### config.mk
export PLATFORM = sky130hd
export DESIGN_NAME = rssalu_core
export DESIGN_NICKNAME = d
export VERILOG_FILES = /design/src/rssalu_pkg.sv /design/src/rssalu_core.sv /design/src/rssalu_sub.sv
export VERILOG_INCLUDE_DIRS = /design/src
export SDC_FILE = /design/constraint.sdc
export NUM_CORES = 1
export LEC_CHECK = 0
export ABC_AREA = 1
export BUFFER_PORTS_ARGS = -buffer_cell sky130_fd_sc_hd__buf_2
export CAP_MARGIN = 20
export CORE_MARGIN = 3
export CORE_UTILIZATION = 54
export CTS_BUF_LIST = sky130_fd_sc_hd__clkbuf_8
export CTS_CLUSTER_DIAMETER = 120
export DETAILED_ROUTE_END_ITERATION = 16
export PLACE_DENSITY_LB_ADDON = 0.08
export SLEW_MARGIN = 15
export SYNTH_ARGS = -nofsm -noshare
export SYNTH_HDL_FRONTEND = slang
export SYNTH_SLANG_ARGS = --single-unit
### constraint.sdc
create_clock -name clk -period 6.75 [get_ports clk]
set_clock_uncertainty 0.15 [all_clocks]
set_input_delay 1.35 -clock clk [delete_from_list [all_inputs] [get_ports clk]]
set_output_delay 1.35 -clock clk [all_outputs]
set_load 0.05 [all_outputs]
### src/rssalu_consts.svh
/*
  Constants for the rotate/subtract/swap datapath slice: operand widths,
  nibble positions, reset values of the status bits and the address range.
  Assumes it is included by its bare name from the package and the modules.
*/
`ifndef RSSALU_CONSTS_SVH
`define RSSALU_CONSTS_SVH

`define RSSALU_DATA_W      8
`define RSSALU_ADDR_W      7
`define RSSALU_ADDR_MAX    7'h7f
`define RSSALU_LIT_MAX     8'hff
`define RSSALU_NIB_LO_MSB  3
`define RSSALU_NIB_HI_LSB  4
`define RSSALU_DEST_ACC    1'b0
`define RSSALU_DEST_REG    1'b1
`define RSSALU_WDT_CLEAR   8'h00
`define RSSALU_PRE_CLEAR   8'h00
`define RSSALU_ACC_RST     8'h00
`define RSSALU_FLAG_RST    1'b0
`define RSSALU_PD_RST      1'b1
`define RSSALU_TO_RST      1'b1

`endif

### src/rssalu_pkg.sv
/*
  Types for the rotate/subtract/swap datapath slice.
  Assumes rssalu_consts.svh is on the include path.
*/
`include "rssalu_consts.svh"

package rssalu_pkg;

  typedef enum logic [2:0] {
    RSSALU_OP_NONE,
    RSSALU_OP_ROTATE_RIGHT_CARRY,
    RSSALU_OP_ENTER_STANDBY,
    RSSALU_OP_SUB_W_FROM_REG,
    RSSALU_OP_SUB_W_FROM_LITERAL,
    RSSALU_OP_SUB_W_FROM_REG_BORROW,
    RSSALU_OP_NIBBLE_EXCHANGE
  } rssalu_op_t;

  // One decoded instruction as handed over by the decoder.
  typedef struct packed {
    logic                        valid;
    rssalu_op_t                  op;
    logic [`RSSALU_ADDR_W-1:0]   addr;
    logic                        result_target_sel;
    logic [`RSSALU_DATA_W-1:0]   literal_val;
  } rssalu_instr_t;

  // Status bits kept by the slice.
  typedef struct packed {
    logic borrow_not_bit;
    logic half_borrow_not_bit;
    logic result_null_flag;
    logic power_down_bit;
    logic watchdog_expired_bit;
  } rssalu_status_t;

  // Write-back request towards data memory.
  typedef struct packed {
    logic                        en;
    logic [`RSSALU_ADDR_W-1:0]   addr;
    logic [`RSSALU_DATA_W-1:0]   data;
  } rssalu_wb_t;

endpackage

### src/rssalu_core.sv
/*
  Datapath slice executing rotate-right through carry, enter-standby, the
  three subtracts and nibble exchange, with accumulator and status bits.
  Assumes the decoder presents one registered instruction per cycle and that
  data memory supplies the addressed register in reg_rd_data the same cycle.
*/
// Overview of operation
// RULE1: Rotate right through carry; old bit 0 to carry, old carry to bit 7.
// RULE2: Target select 0 writes accumulator, 1 writes addressed register.
// RULE3: Enter standby clears watchdog counter and its prescaler.
// RULE4: Enter standby clears power-down bit and sets watchdog-expired bit.
// RULE5: Subtract accumulator from register, result to selected target.
// RULE6: Literal minus accumulator, result always to accumulator.
// RULE7: Carry is 0 when accumulator exceeds operand; digit carry is 0 when its low nibble exceeds the operand's.
// RULE8: Register minus accumulator minus inverted carry; updates C, DC, Z.
// RULE9: Nibble exchange swaps register nibbles into selected target.
// RULE10: Zero flag set when subtraction result is zero, else cleared.
// RULE11: Rotate, swap and standby leave zero and digit carry unchanged.
`include "rssalu_consts.svh"
`timescale 1ns/100ps

module rssalu_core (
  // Clock and reset
  input  wire logic                       clk,
  input  wire logic                       resetn,
  // Instruction from decoder, register operand from data memory
  input  wire rssalu_pkg::rssalu_instr_t  instr,
  input  wire logic [`RSSALU_DATA_W-1:0]  reg_rd_data,
  // Write-back to data memory
  output rssalu_pkg::rssalu_wb_t          wb,
  // Architectural state
  output logic [`RSSALU_DATA_W-1:0]       acc,
  output rssalu_pkg::rssalu_status_t      status,
  // Watchdog clear towards the watchdog block
  output logic                            wdt_clear,
  output logic [`RSSALU_DATA_W-1:0]       watchdog_counter_val,
  output logic [`RSSALU_DATA_W-1:0]       wdt_prescaler_val
);

  // ------------------------------------------------------------------
  // State
  // ------------------------------------------------------------------
  logic [`RSSALU_DATA_W-1:0]  acc_q;
  logic [`RSSALU_DATA_W-1:0]  acc_d;
  rssalu_pkg::rssalu_status_t st_q;
  rssalu_pkg::rssalu_status_t st_d;
  rssalu_pkg::rssalu_wb_t     wb_q;
  rssalu_pkg::rssalu_wb_t     wb_d;
  logic                       wdtc_q;
  logic                       wdtc_d;
  logic [`RSSALU_DATA_W-1:0]  wdt_q;
  logic [`RSSALU_DATA_W-1:0]  wdt_d;
  logic [`RSSALU_DATA_W-1:0]  pre_q;
  logic [`RSSALU_DATA_W-1:0]  pre_d;
  logic [`RSSALU_DATA_W-1:0]  result;
  logic                       has_result;
  logic                       to_acc;

  // ------------------------------------------------------------------
  // Subtractor
  // ------------------------------------------------------------------
  logic [`RSSALU_DATA_W-1:0]  sub_a;
  logic                       sub_bin;
  logic [`RSSALU_DATA_W-1:0]  sub_diff;
  logic                       sub_c;
  logic                       sub_dc;
  logic                       sub_zero;

  // One shared subtractor serves all three subtract forms; only its
  // first operand and its borrow in change between them.
  rssalu_sub #(
    .W (`RSSALU_DATA_W)
  ) u_sub (
    .a                (sub_a),
    .b                (acc_q),
    .borrow_in        (sub_bin),
    .diff             (sub_diff),
    .carry_not_borrow (sub_c),
    .half_not_borrow  (sub_dc)
  );

  // Zero detect on the 8-bit difference, shared by the three forms.
  assign sub_zero = (sub_diff == '0); // RULE10

  // ------------------------------------------------------------------
  // Operand select
  // ------------------------------------------------------------------
  // The operands depend only on the instruction, reg_rd_data and the registered carry,
  // never on the subtractor's outputs, so they are picked in a process of
  // their own; this keeps the next-state process free of feedback.
  always_comb begin
    sub_a   = reg_rd_data;
    sub_bin = 1'b0;
    if (instr.valid) begin
      case (instr.op)
        rssalu_pkg::RSSALU_OP_SUB_W_FROM_LITERAL: begin
          sub_a = instr.literal_val; // RULE6
        end
        rssalu_pkg::RSSALU_OP_SUB_W_FROM_REG_BORROW: begin
          sub_bin = ~st_q.borrow_not_bit; // RULE8
        end
        default: begin
          sub_bin = 1'b0;
        end
      endcase
    end
  end

  // ------------------------------------------------------------------
  // Next-state logic
  // ------------------------------------------------------------------
  always_comb begin
    acc_d      = acc_q;
    st_d       = st_q;
    wdtc_d     = 1'b0;
    wdt_d      = wdt_q;
    pre_d      = pre_q;
    result     = reg_rd_data;
    has_result = 1'b0;
    to_acc     = (instr.result_target_sel == `RSSALU_DEST_ACC); // RULE2
    wb_d       = '0;
    if (instr.valid) begin
      case (instr.op)
        rssalu_pkg::RSSALU_OP_ROTATE_RIGHT_CARRY: begin
          result            = {st_q.borrow_not_bit,
                               reg_rd_data[`RSSALU_DATA_W-1:1]}; // RULE1
          st_d.borrow_not_bit = reg_rd_data[0]; // RULE1
          // Only the carry moves; digit carry and zero keep their values.
          has_result        = 1'b1; // RULE11
        end
        rssalu_pkg::RSSALU_OP_ENTER_STANDBY: begin
          // The counters here are held copies only; the wdt_clear pulse is
          // what actually clears the watchdog outside this slice.
          wdt_d               = `RSSALU_WDT_CLEAR; // RULE3
          pre_d               = `RSSALU_PRE_CLEAR; // RULE3
          wdtc_d              = 1'b1; // RULE3
          st_d.power_down_bit = 1'b0; // RULE4
          st_d.watchdog_expired_bit = 1'b1; // RULE4
        end
        rssalu_pkg::RSSALU_OP_SUB_W_FROM_REG: begin
          result                   = sub_diff; // RULE5
          has_result               = 1'b1;
          st_d.borrow_not_bit      = sub_c; // RULE7
          st_d.half_borrow_not_bit = sub_dc; // RULE7
          st_d.result_null_flag    = sub_zero; // RULE10
        end
        rssalu_pkg::RSSALU_OP_SUB_W_FROM_LITERAL: begin
          // The literal form ignores the target select.
          result                   = sub_diff; // RULE6
          has_result               = 1'b1;
          to_acc                   = 1'b1; // RULE6
          st_d.borrow_not_bit      = sub_c; // RULE7
          st_d.half_borrow_not_bit = sub_dc; // RULE7
          st_d.result_null_flag    = sub_zero; // RULE10
        end
        rssalu_pkg::RSSALU_OP_SUB_W_FROM_REG_BORROW: begin
          // The carry out feeds the next borrow in, so a run of these
          // subtracts walks up operands wider than one byte.
          result                   = sub_diff; // RULE8
          has_result               = 1'b1;
          st_d.borrow_not_bit      = sub_c; // RULE8
          st_d.half_borrow_not_bit = sub_dc; // RULE8
          st_d.result_null_flag    = sub_zero; // RULE8
        end
        rssalu_pkg::RSSALU_OP_NIBBLE_EXCHANGE: begin
          result = {reg_rd_data[`RSSALU_NIB_LO_MSB:0],
                    reg_rd_data[`RSSALU_DATA_W-1:`RSSALU_NIB_HI_LSB]}; // RULE9
          has_result = 1'b1; // RULE11
        end
        default: begin
          has_result = 1'b0;
        end
      endcase
      if (has_result) begin
        if (to_acc) begin
          acc_d = result; // RULE2
        end else begin
          // The write-back is registered, so data memory must forward it
          // to a read of the same address in the following cycle.
          wb_d.en   = 1'b1; // RULE2
          wb_d.addr = instr.addr;
          wb_d.data = result;
        end
      end
    end
  end

  // ------------------------------------------------------------------
  // Registers
  // ------------------------------------------------------------------
  // Reset is synchronous; power-down and time-out leave reset high, which
  // is their inactive level.
  always_ff @(posedge clk) begin
    if (!resetn) begin
      acc_q  <= `RSSALU_ACC_RST;
      st_q   <= '{borrow_not_bit:       `RSSALU_FLAG_RST,
                  half_borrow_not_bit:  `RSSALU_FLAG_RST,
                  result_null_flag:     `RSSALU_FLAG_RST,
                  power_down_bit:       `RSSALU_PD_RST,
                  watchdog_expired_bit: `RSSALU_TO_RST};
      wb_q   <= '0;
      wdtc_q <= 1'b0;
      wdt_q  <= `RSSALU_WDT_CLEAR;
      pre_q  <= `RSSALU_PRE_CLEAR;
    end else begin
      acc_q  <= acc_d;
      st_q   <= st_d;
      wb_q   <= wb_d;
      wdtc_q <= wdtc_d;
      wdt_q  <= wdt_d;
      pre_q  <= pre_d;
    end
  end

  // ------------------------------------------------------------------
  // Outputs
  // ------------------------------------------------------------------
  assign acc                  = acc_q;
  assign status               = st_q;
  assign wb                   = wb_q;
  assign wdt_clear            = wdtc_q;
  assign watchdog_counter_val = wdt_q;
  assign wdt_prescaler_val    = pre_q;

endmodule // rssalu_core

### src/rssalu_sub.sv
/*
  Combinational subtractor: a - b - borrow_in with borrow-not outputs.
  Assumes operands are stable within the cycle from registered sources.
*/
`include "rssalu_consts.svh"
`timescale 1ns/100ps

module rssalu_sub #(
  parameter int W = `RSSALU_DATA_W
) (
  // Operands
  input  wire logic [W-1:0] a,
  input  wire logic [W-1:0] b,
  input  wire logic         borrow_in,
  // Results
  output logic      [W-1:0] diff,
  output logic              carry_not_borrow,
  output logic              half_not_borrow
);

  logic [W:0] full;
  logic [4:0] low;

  always_comb begin
    full = {1'b0, a} - {1'b0, b} - {{W{1'b0}}, borrow_in};
    low  = {1'b0, a[`RSSALU_NIB_LO_MSB:0]} - {1'b0, b[`RSSALU_NIB_LO_MSB:0]}
           - {4'h0, borrow_in};
    diff             = full[W-1:0];
    carry_not_borrow = ~full[W];
    half_not_borrow  = ~low[4];
  end

endmodule // rssalu_sub

# == After elaboration in Yosys (flattened, before gate mapping) ==
# Index checks and enable logic that the tools add are counted.
# op_classes
mux,12
add_sub_neg,4
n_reduce_logical,11
n_bitwise,7
eq_ne,6
# op_table
cell,count
$pmux W8 S3,1
$mux W16,1
$mux W8,2
$eq A3 B3 Y1 const B,3
$sub A8 B8 Y9,1
$sub A9 B1 Y9,1
$logic_not A8 Y1,1
$reduce_and A2 Y1,4
$mux W1,7
$not A1 Y1,7
$eq A3 B2 Y1 const B,2
$reduce_and A3 Y1,2
$reduce_or A5 Y1,1
$sub A4 B4 Y5,1
$sub A5 B1 Y5,1
$reduce_or A4 Y1,1
$eq A3 B1 Y1 const B,1
$reduce_or A3 Y1,1
$pmux W1 S2,1
$reduce_bool A2 Y1,1
# word_totals
reg_bits,29
out_inout_bits,46
elab_cells,49
inputBits,30

# == Logic depth before layout (Yosys ltp) ==
# Gate-level depths: netlist (run 1).
# logic_depth
depth_word,7
ltp_mapped,19
mapped_depth_nobuf,18

# == By module ==
# A second synthesis (run 1) with hierarchy kept.
# hier_totals
cells_unflattened,338
hier_area_um2,2198.4
# modules_own_cells
mod,cells_per_inst,area_per_inst_um2,n_inst
rssalu_core,235,1590.3,1
rssalu_sub,103,608.1,1

# == Least setup slack after synthesis (run 1) ==
# No wires, ideal clock.
# synth_timing
path_kind,in2reg
start,in instr[17] (netlist name)
end,reg st_q (netlist bit status[2])
arrival_time_ns,3.536
setup_slack_ns,2.995
stages,15
n_path_buf,1
required_time_ns,6.530
cell_sequence,nor2_1 -> nand3_1 -> clkbuf_1 -> nand2_1 -> o21ai_0 -> fa_1 -> fa_1 -> nand2_1 -> nand2_1 -> nand2_1 -> xor2_1 -> nand3_1 -> nor2_1 -> nand3_1 -> a21oi_1
# synth_via
elab_chain_cells,6
word_cells_on_any_way,12
classes_between,add/sub: 2; eq/ne: 3; mux: 4; reduce/logical: 3
# synth_rtl
element,line_no,source
from (decl),rssalu_core.sv:27,"input wire rssalu_pkg::rssalu_instr_t instr,"
$eq A3 B3 Y1,"rssalu_core.sv:95, rssalu_core.sv:123",
$mux W8,rssalu_core.sv:95,case (instr.op)
$mux W8,rssalu_core.sv:94,if (instr.valid) begin
$sub A8 B8 Y9,rssalu_sub.sv:25,"full = {1'b0, a} - {1'b0, b} - {{W{1'b0}}, borrow_in};"
$sub A9 B1 Y9,rssalu_sub.sv:25,
$logic_not A8 Y1,rssalu_core.sv:83,assign sub_zero = (sub_diff == '0);
to (signal assigned),rssalu_core.sv:196,"st_q <= '{borrow_not_bit: `RSSALU_FLAG_RST,"
to (signal assigned),rssalu_core.sv:207,st_q <= st_d;
to (decl),rssalu_core.sv:45,rssalu_pkg::rssalu_status_t st_q;
# Several ways; a longest one is shown, not always the timed one.
# A chain may end at the register's enable or synchronous reset.

# == Worst setup path after layout (run 1) ==
# Ends and elaborated chain as after synthesis.

==> results.json, run 1 <==
{
  "yosysWarnings": 0,
  "slowest_stage": "fa_1",
  "antenna_cells": 0,
  "maxSlewViolCount": 0,
  "period_needed_ps": 3920,
  "drv_cap": 0,
  "dp_hpwl_um": 3810,
  "cts.sinks": 29,
  "syn_to_final_growth_pct": 19.0,
  "die_area_um2": 4290,
  "required_ps": 6810,
  "synth_cell_types": 35,
  "slowest_delay_ps": 440,
  "nets": 376,
  "ctsHtreeMaxLevel": 2,
  "rrSetupSlack_ps": 4110,
  "syn_area_um2": 1910,
  "yosysSeqAreaShare_pct": 30.3,
  "finalPower_uw": 530,
  "die_h_um": 65.5,
  "clockBufferDepth": 2,
  "crit_top_cell": "nand2_1",
  "ioPinCount": 76,
  "overflow": 0,
  "cts_tree": "built",
  "synthCells": 273,
  "wl_per_cell_um": 12.4,
  "hold_viol": 0,
  "cts-hold-fix-buffers": 0,
  "vias": 1885,
  "worstPathArrival_ps": 3980,
  "die_w_um": 65.5,
  "grt_start_max_net_pins": 17,
  "slew_headroom_pct": 58.3,
  "grt_pass1_wl_um": 7580,
  "grt_pass1_vias": 1696,
  "ff2ff_path_depth": 13,
  "numPortBuffers": 58,
  "reg2reg_from": "status[4]$_SDFFE_PN0P_",
  "synth_area_per_cell_um2": 7.01,
  "power_density_nw_per_um2": 233,
  "finalWirelength_um": 4670,
  "fin_util_pct": 71.1,
  "end_kind": "flop",
  "r2r_end": "acc[5]$_SDFFE_PN0P_",
  "status": "finished, final reports clean",
  "setup_viol": 0,
  "ys_ff_latch": 29,
  "ant_nets": 0,
  "globalRouteTotalUtil_pct": 22.9,
  "clk-insertion-delay-late_ps": 270,
  "cts_setup_buffers": 0,
  "cts_made_buffers": 5,
  "min_period_over_period_pct": 58.1,
  "start_kind": "input pin",
  "fmax_mhz": 255,
  "peakVddDrop_v": 0.000139,
  "dr.pass1.iters": 5,
  "fp-row-count": 20,
  "path_class": "input pin to flop",
  "hold_end": "status[1]$_SDFFE_PN1P_",
  "place_congestion": 0.959,
  "cts-root-buf": "clkbuf_8",
  "fin_setup_tns_ps": 0,
  "min_from": "status[1]$_SDFFE_PN1P_",
  "drive_above_1_share_pct": 22.5,
  "routed_via_density": 5.00,
  "leakagePower_uw": 0.00131,
  "layout_commonest_cell": "buf_2",
  "drt_iter0_drc": 125,
  "antenna_found_initial": 0,
  "coreArea_um2": 3200,
  "cts_resized": 0,
  "min_path_cells": 2,
  "rsz0062_at_grt": "no",
  "tightest_slew_ps": 623,
  "crit_fanout": 15,
  "crit_chain": "buf_2 > nor2_1 > nand3_1 > nand2_1 > o21ai_0 > fa_1 > fa_1 > nand2_1 > nand2_1 > nand2_1 > xor2_1 > nand3_1 > nor2_1 > nand3_1 > a21oi_1",
  "cts.clk_slew.worst_paths_ps": 60,
  "final_cell_mix": "buf_2 (58), inv_1 (57), nand2_1 (47)",
  "min_path_type": "flop to flop",
  "drc_errors": 0,
  "start_util_pct": 59.7
}
-- how the worst max path moves through the flow --
stage          startpoint                     end  slack [ps]
5_1_grt         instr[17]     acc[7]$_SDFFE_PN0P_        2480
4_1_cts         instr[17]  status[2]$_SDFFE_PN0P_        2830
3_5_place_dp    instr[17]  status[2]$_SDFFE_PN0P_        2560
2_1_floorplan   instr[17]  status[2]$_SDFFE_PN0P_        2990
6_report        instr[17]  status[2]$_SDFFE_PN0P_        2830
3_3_place_gp    instr[17]  status[2]$_SDFFE_PN0P_        2690
-- power breakdown --
part / leakage, uW / switching (uW) / internal [uW]
registers: 0.000236 / 4.84 / 178
logic: 0.00101 / 119 / 47.2
clock network: 0.0000626 / 61.9 / 119
-- through the flow --
step                hold WS [ps]  cells  area [um^2]  setup WS (ps)
finish                       337    377         2280           2830
detailed placement           329    369         2160           2560
global route                 389    377         2280           2480
floorplan                    554    288         1970           2990
CTS                          345    377         2280           2830
global placement             316    369         2160           2690
-- cells in the mapped netlist (all sizes together) --
cell	instances	area, um^2
inv	58	218
nand2	48	183
dfxtp	29	581
nor2	24	114
buf	20	151
o21ai	19	98.8
nand3	17	85.1
a21oi	15	78.8
ha	12	150
a221oi	6	52.6
nand4	5	31.3
nor3	3	31.3
o211ai	3	22.5
conb	2	7.51
fa	2	40.0
nor4	2	12.5
a22oi	1	7.51
a31oi	1	6.26
clkbuf	1	3.75
o21a	1	7.51
o21bai	1	7.51
o31a	1	8.76
or2	1	6.26
xor2	1	8.76
-- logic make-up (layout without fill, tap and decap cells) --
| group | Yosys count | in the layout | synth area share, % |
|---|---|---|---|
| AOI/OAI and AO/OA | 48 | 48 | 15.2 |
| xor gates and xnor gates | 1 | 1 | 0.458 |
| adders and majority gates | 14 | 14 | 9.94 |
| buffers and inverters | 79 | 124 | 19.5 |
| DFF | 29 | 29 | 30.3 |
| other | 2 | 17 | 0.393 |
| and+or+nand+nor | 100 | 100 | 24.2 |
-- sequential cells by signal (all words and copies together) (netlist names) --
name and count:
acc 8, status 4, wb 16, wdt_clear 1
-- critical path, delay by kind of cell --
family	cells	cell delay, ps
AOI/OAI and AO/OA	2	230
xor gates and xnor gates	1	180
adders and majority gates	2	870
buffers and inverters	1	130
and+or+nand+nor	9	1210
-- layout make-up --
type                    count  area, um^2
repair buffers             58         290
fillers                   299         927
multi-input cells         180        1020
flip-flops and latches     29         581
clock inverters             2        33.8
clock buffers               6        82.6
well taps                  44        55.1
inverters                  58         218
-- per-layer routing --
layer	track usage, %	wire, um	up-vias
met2	36.5	2140	91
met3	4.62	400	8
met4	6.99	72	0
met5	0	0	-
li1	-	-	955
met1	31.0	2060	831
Note: power is estimated with default switching activity, not from simulation.
==> run 2, diff against run 1 <==
CORE_UTILIZATION = 45   (was 54)
clock period = 3.3 ns   (was 6.75 ns; I/O delays follow)
==> run 2 against run 1 <==
Routed wire length grew 6.0%. Register-to-register slack lost 3500 ps. Global-route usage shrank 3.1 points. Die area grew 18%. Cell count grew 2.9%. Via count shrank 1.6%. Cell area grew 0.66%. Critical path type unchanged. Largest cell class unchanged.
==> results.json, run 2 (synthesized netlist as in run 1, its figures left out) <==
{
  "antenna_found_initial": 0,
  "clockBufferDepth": 2,
  "setup_viol": 0,
  "fp-row-count": 23,
  "start_util_pct": 47.1,
  "cts-hold-fix-buffers": 0,
  "tightest_slew_ps": 642,
  "grt_start_max_net_pins": 16,
  "slew_headroom_pct": 57.1,
  "nFillCells": 402,
  "grt_pass1_vias": 1658,
  "final_cell_mix": "buf_2 (58), inv_1 (56), nand2_1 (47)",
  "dp_hpwl_um": 3990,
  "stdcell_area_um2": 2290,
  "hold_viol": 0,
  "globalRouteTotalUtil_pct": 19.8,
  "fin_setup_tns_ps": 0,
  "startpoint": "instr[17]",
  "cts_setup_buffers": 0,
  "cts_tree": "built",
  "antenna_cells": 0,
  "power_density_nw_per_um2": 444,
  "ff2ff_path_depth": 13,
  "min_period_over_period_pct": 90.7,
  "numPortBuffers": 58,
  "vias": 1854,
  "ioPinCount": 76,
  "slowest_stage": "nor4_1",
  "overflow": 0,
  "syn_to_final_growth_pct": 19.8,
  "required_ps": 3330,
  "drt_iter0_drc": 98,
  "path_class": "input pin to flop",
  "largest_reg_flops": 16,
  "maxSlewViolCount": 0,
  "status": "finished, final reports clean",
  "start_kind": "input pin",
  "coreArea_um2": 4060,
  "leakagePower_uw": 0.00132,
  "period_needed_ps": 2990,
  "rsz0062_at_grt": "no",
  "ctsHtreeMaxLevel": 2,
  "placed_area_um2": 2200,
  "rrSetupSlack_ps": 660,
  "cts_resized": 0,
  "place_congestion": 0.928,
  "drive_above_1_share_pct": 24.0,
  "die_h_um": 71.2,
  "r2r_end": "acc[7]$_SDFFE_PN0P_",
  "wl_per_cell_um": 12.8,
  "nets": 381,
  "cts_made_buffers": 5,
  "dr.pass1.iters": 4,
  "crit_end": "acc[7]$_SDFFE_PN0P_",
  "slowest_delay_ps": 310,
  "worstPathArrival_ps": 3020,
  "crit_fanout": 4,
  "ant_nets": 0,
  "cts-root-buf": "clkbuf_8",
  "fmax_mhz": 334,
  "end_kind": "flop",
  "ff_latch_area_um2": 581,
  "die_w_um": 71.2,
  "cts.sinks": 29,
  "drc_errors": 0,
  "drv_cap": 0,
  "multi_input_area_um2": 1020,
  "crit_chain": "buf_2 > buf_4 > inv_2 > nand2_1 > nor4_1 > fa_1 > inv_1 > ha_1 > or2_2 > a21oi_1 > nand2_1 > nand2_1 > nand3_1 > nand3_1 > nand3_1 > nand2_1 > inv_1",
  "cts.clk_slew.worst_paths_ps": 70,
  "routed_via_density": 4.78,
  "finalWirelength_um": 4950,
  "reg2reg_from": "status[4]$_SDFFE_PN0P_",
  "grt_pass1_wl_um": 7760,
  "crit_top_cell": "nand2_1",
  "clk-insertion-delay-late_ps": 280,
  "min_path_type": "flop to flop",
  "layout_commonest_cell": "buf_2",
  "peakVddDrop_v": 0.000328,
  "die_area_um2": 5070
}
[run 2: cell count changes in the layout (fill, tap and decap cells not counted), sizes merged]
cell      previous run  this run
buf                 58        63
bufinv               1         0
clkbuf               6         5
clkinv               0         2
clkinvlp             0         1
inv                 59        58
[run 2: cell type report]
class / count / share of cell area [%]
tap: 50 / 2.73
clock inverter: 3 / 0.765
inverter: 58 / 9.50
sequential: 29 / 25.3
multi-input combinational: 180 / 44.3
timing repair buffer: 63 / 14.3
clock buffer: 5 / 3.00
[run 2: how the worst min path moves through the flow]
| stage | slack (ps) | to | start | cells after the start |
|---|---|---|---|---|
| 5_1_grt | 390 | status[1]$_SDFFE_PN1P_ | status[1]$_SDFFE_PN1P_ | 2 |
| 2_1_floorplan | 550 | status[1]$_SDFFE_PN1P_ | status[1]$_SDFFE_PN1P_ | 2 |
| 3_5_place_dp | 320 | status[2]$_SDFFE_PN0P_ | status[2]$_SDFFE_PN0P_ | 2 |
| 6_report | 330 | status[2]$_SDFFE_PN0P_ | status[2]$_SDFFE_PN0P_ | 2 |
| 4_1_cts | 330 | status[2]$_SDFFE_PN0P_ | status[2]$_SDFFE_PN0P_ | 2 |
| 3_3_place_gp | 310 | status[1]$_SDFFE_PN1P_ | status[1]$_SDFFE_PN1P_ | 2 |
[run 2: where the power goes]
group | switching [uW] | internal, uW
logic | 248 | 106
registers | 9.07 | 363
clock network | 145 | 145
[run 2: worst max-delay path: cells and delay by family]
kind | cells | cell delay, ps
buffers and inverters | 5 | 450
adder cells (fa/ha/maj) | 2 | 460
AO/OA/AOI/OAI | 1 | 170
AND/OR/NAND/NOR | 9 | 1280
[run 2: per-stage QoR]
step | hold slack (ps) | total power, uW | std cells | worst slack (ps) | utilization, %
CTS | 329 | 1020 | 388 | 310 | 56.5
global route | 387 | 1080 | 388 | 81.4 | 56.5
detailed placement | 316 | 732 | 380 | 17.1 | 54.3
finish | 333 | 1020 | 388 | 308 | 56.5
floorplan | 554 | 658 | 288 | 235 | -
global placement | 314 | 732 | 380 | 30.2 | 54.3
[run 2: metal layers]
metal	vias up	wire length (um)	GRT usage (%)
met5	-	0	0
met4	0	42	5.01
met3	5	300	4.26
met2	56	2420	33.2
met1	824	2190	25.7
li1	969	-	-
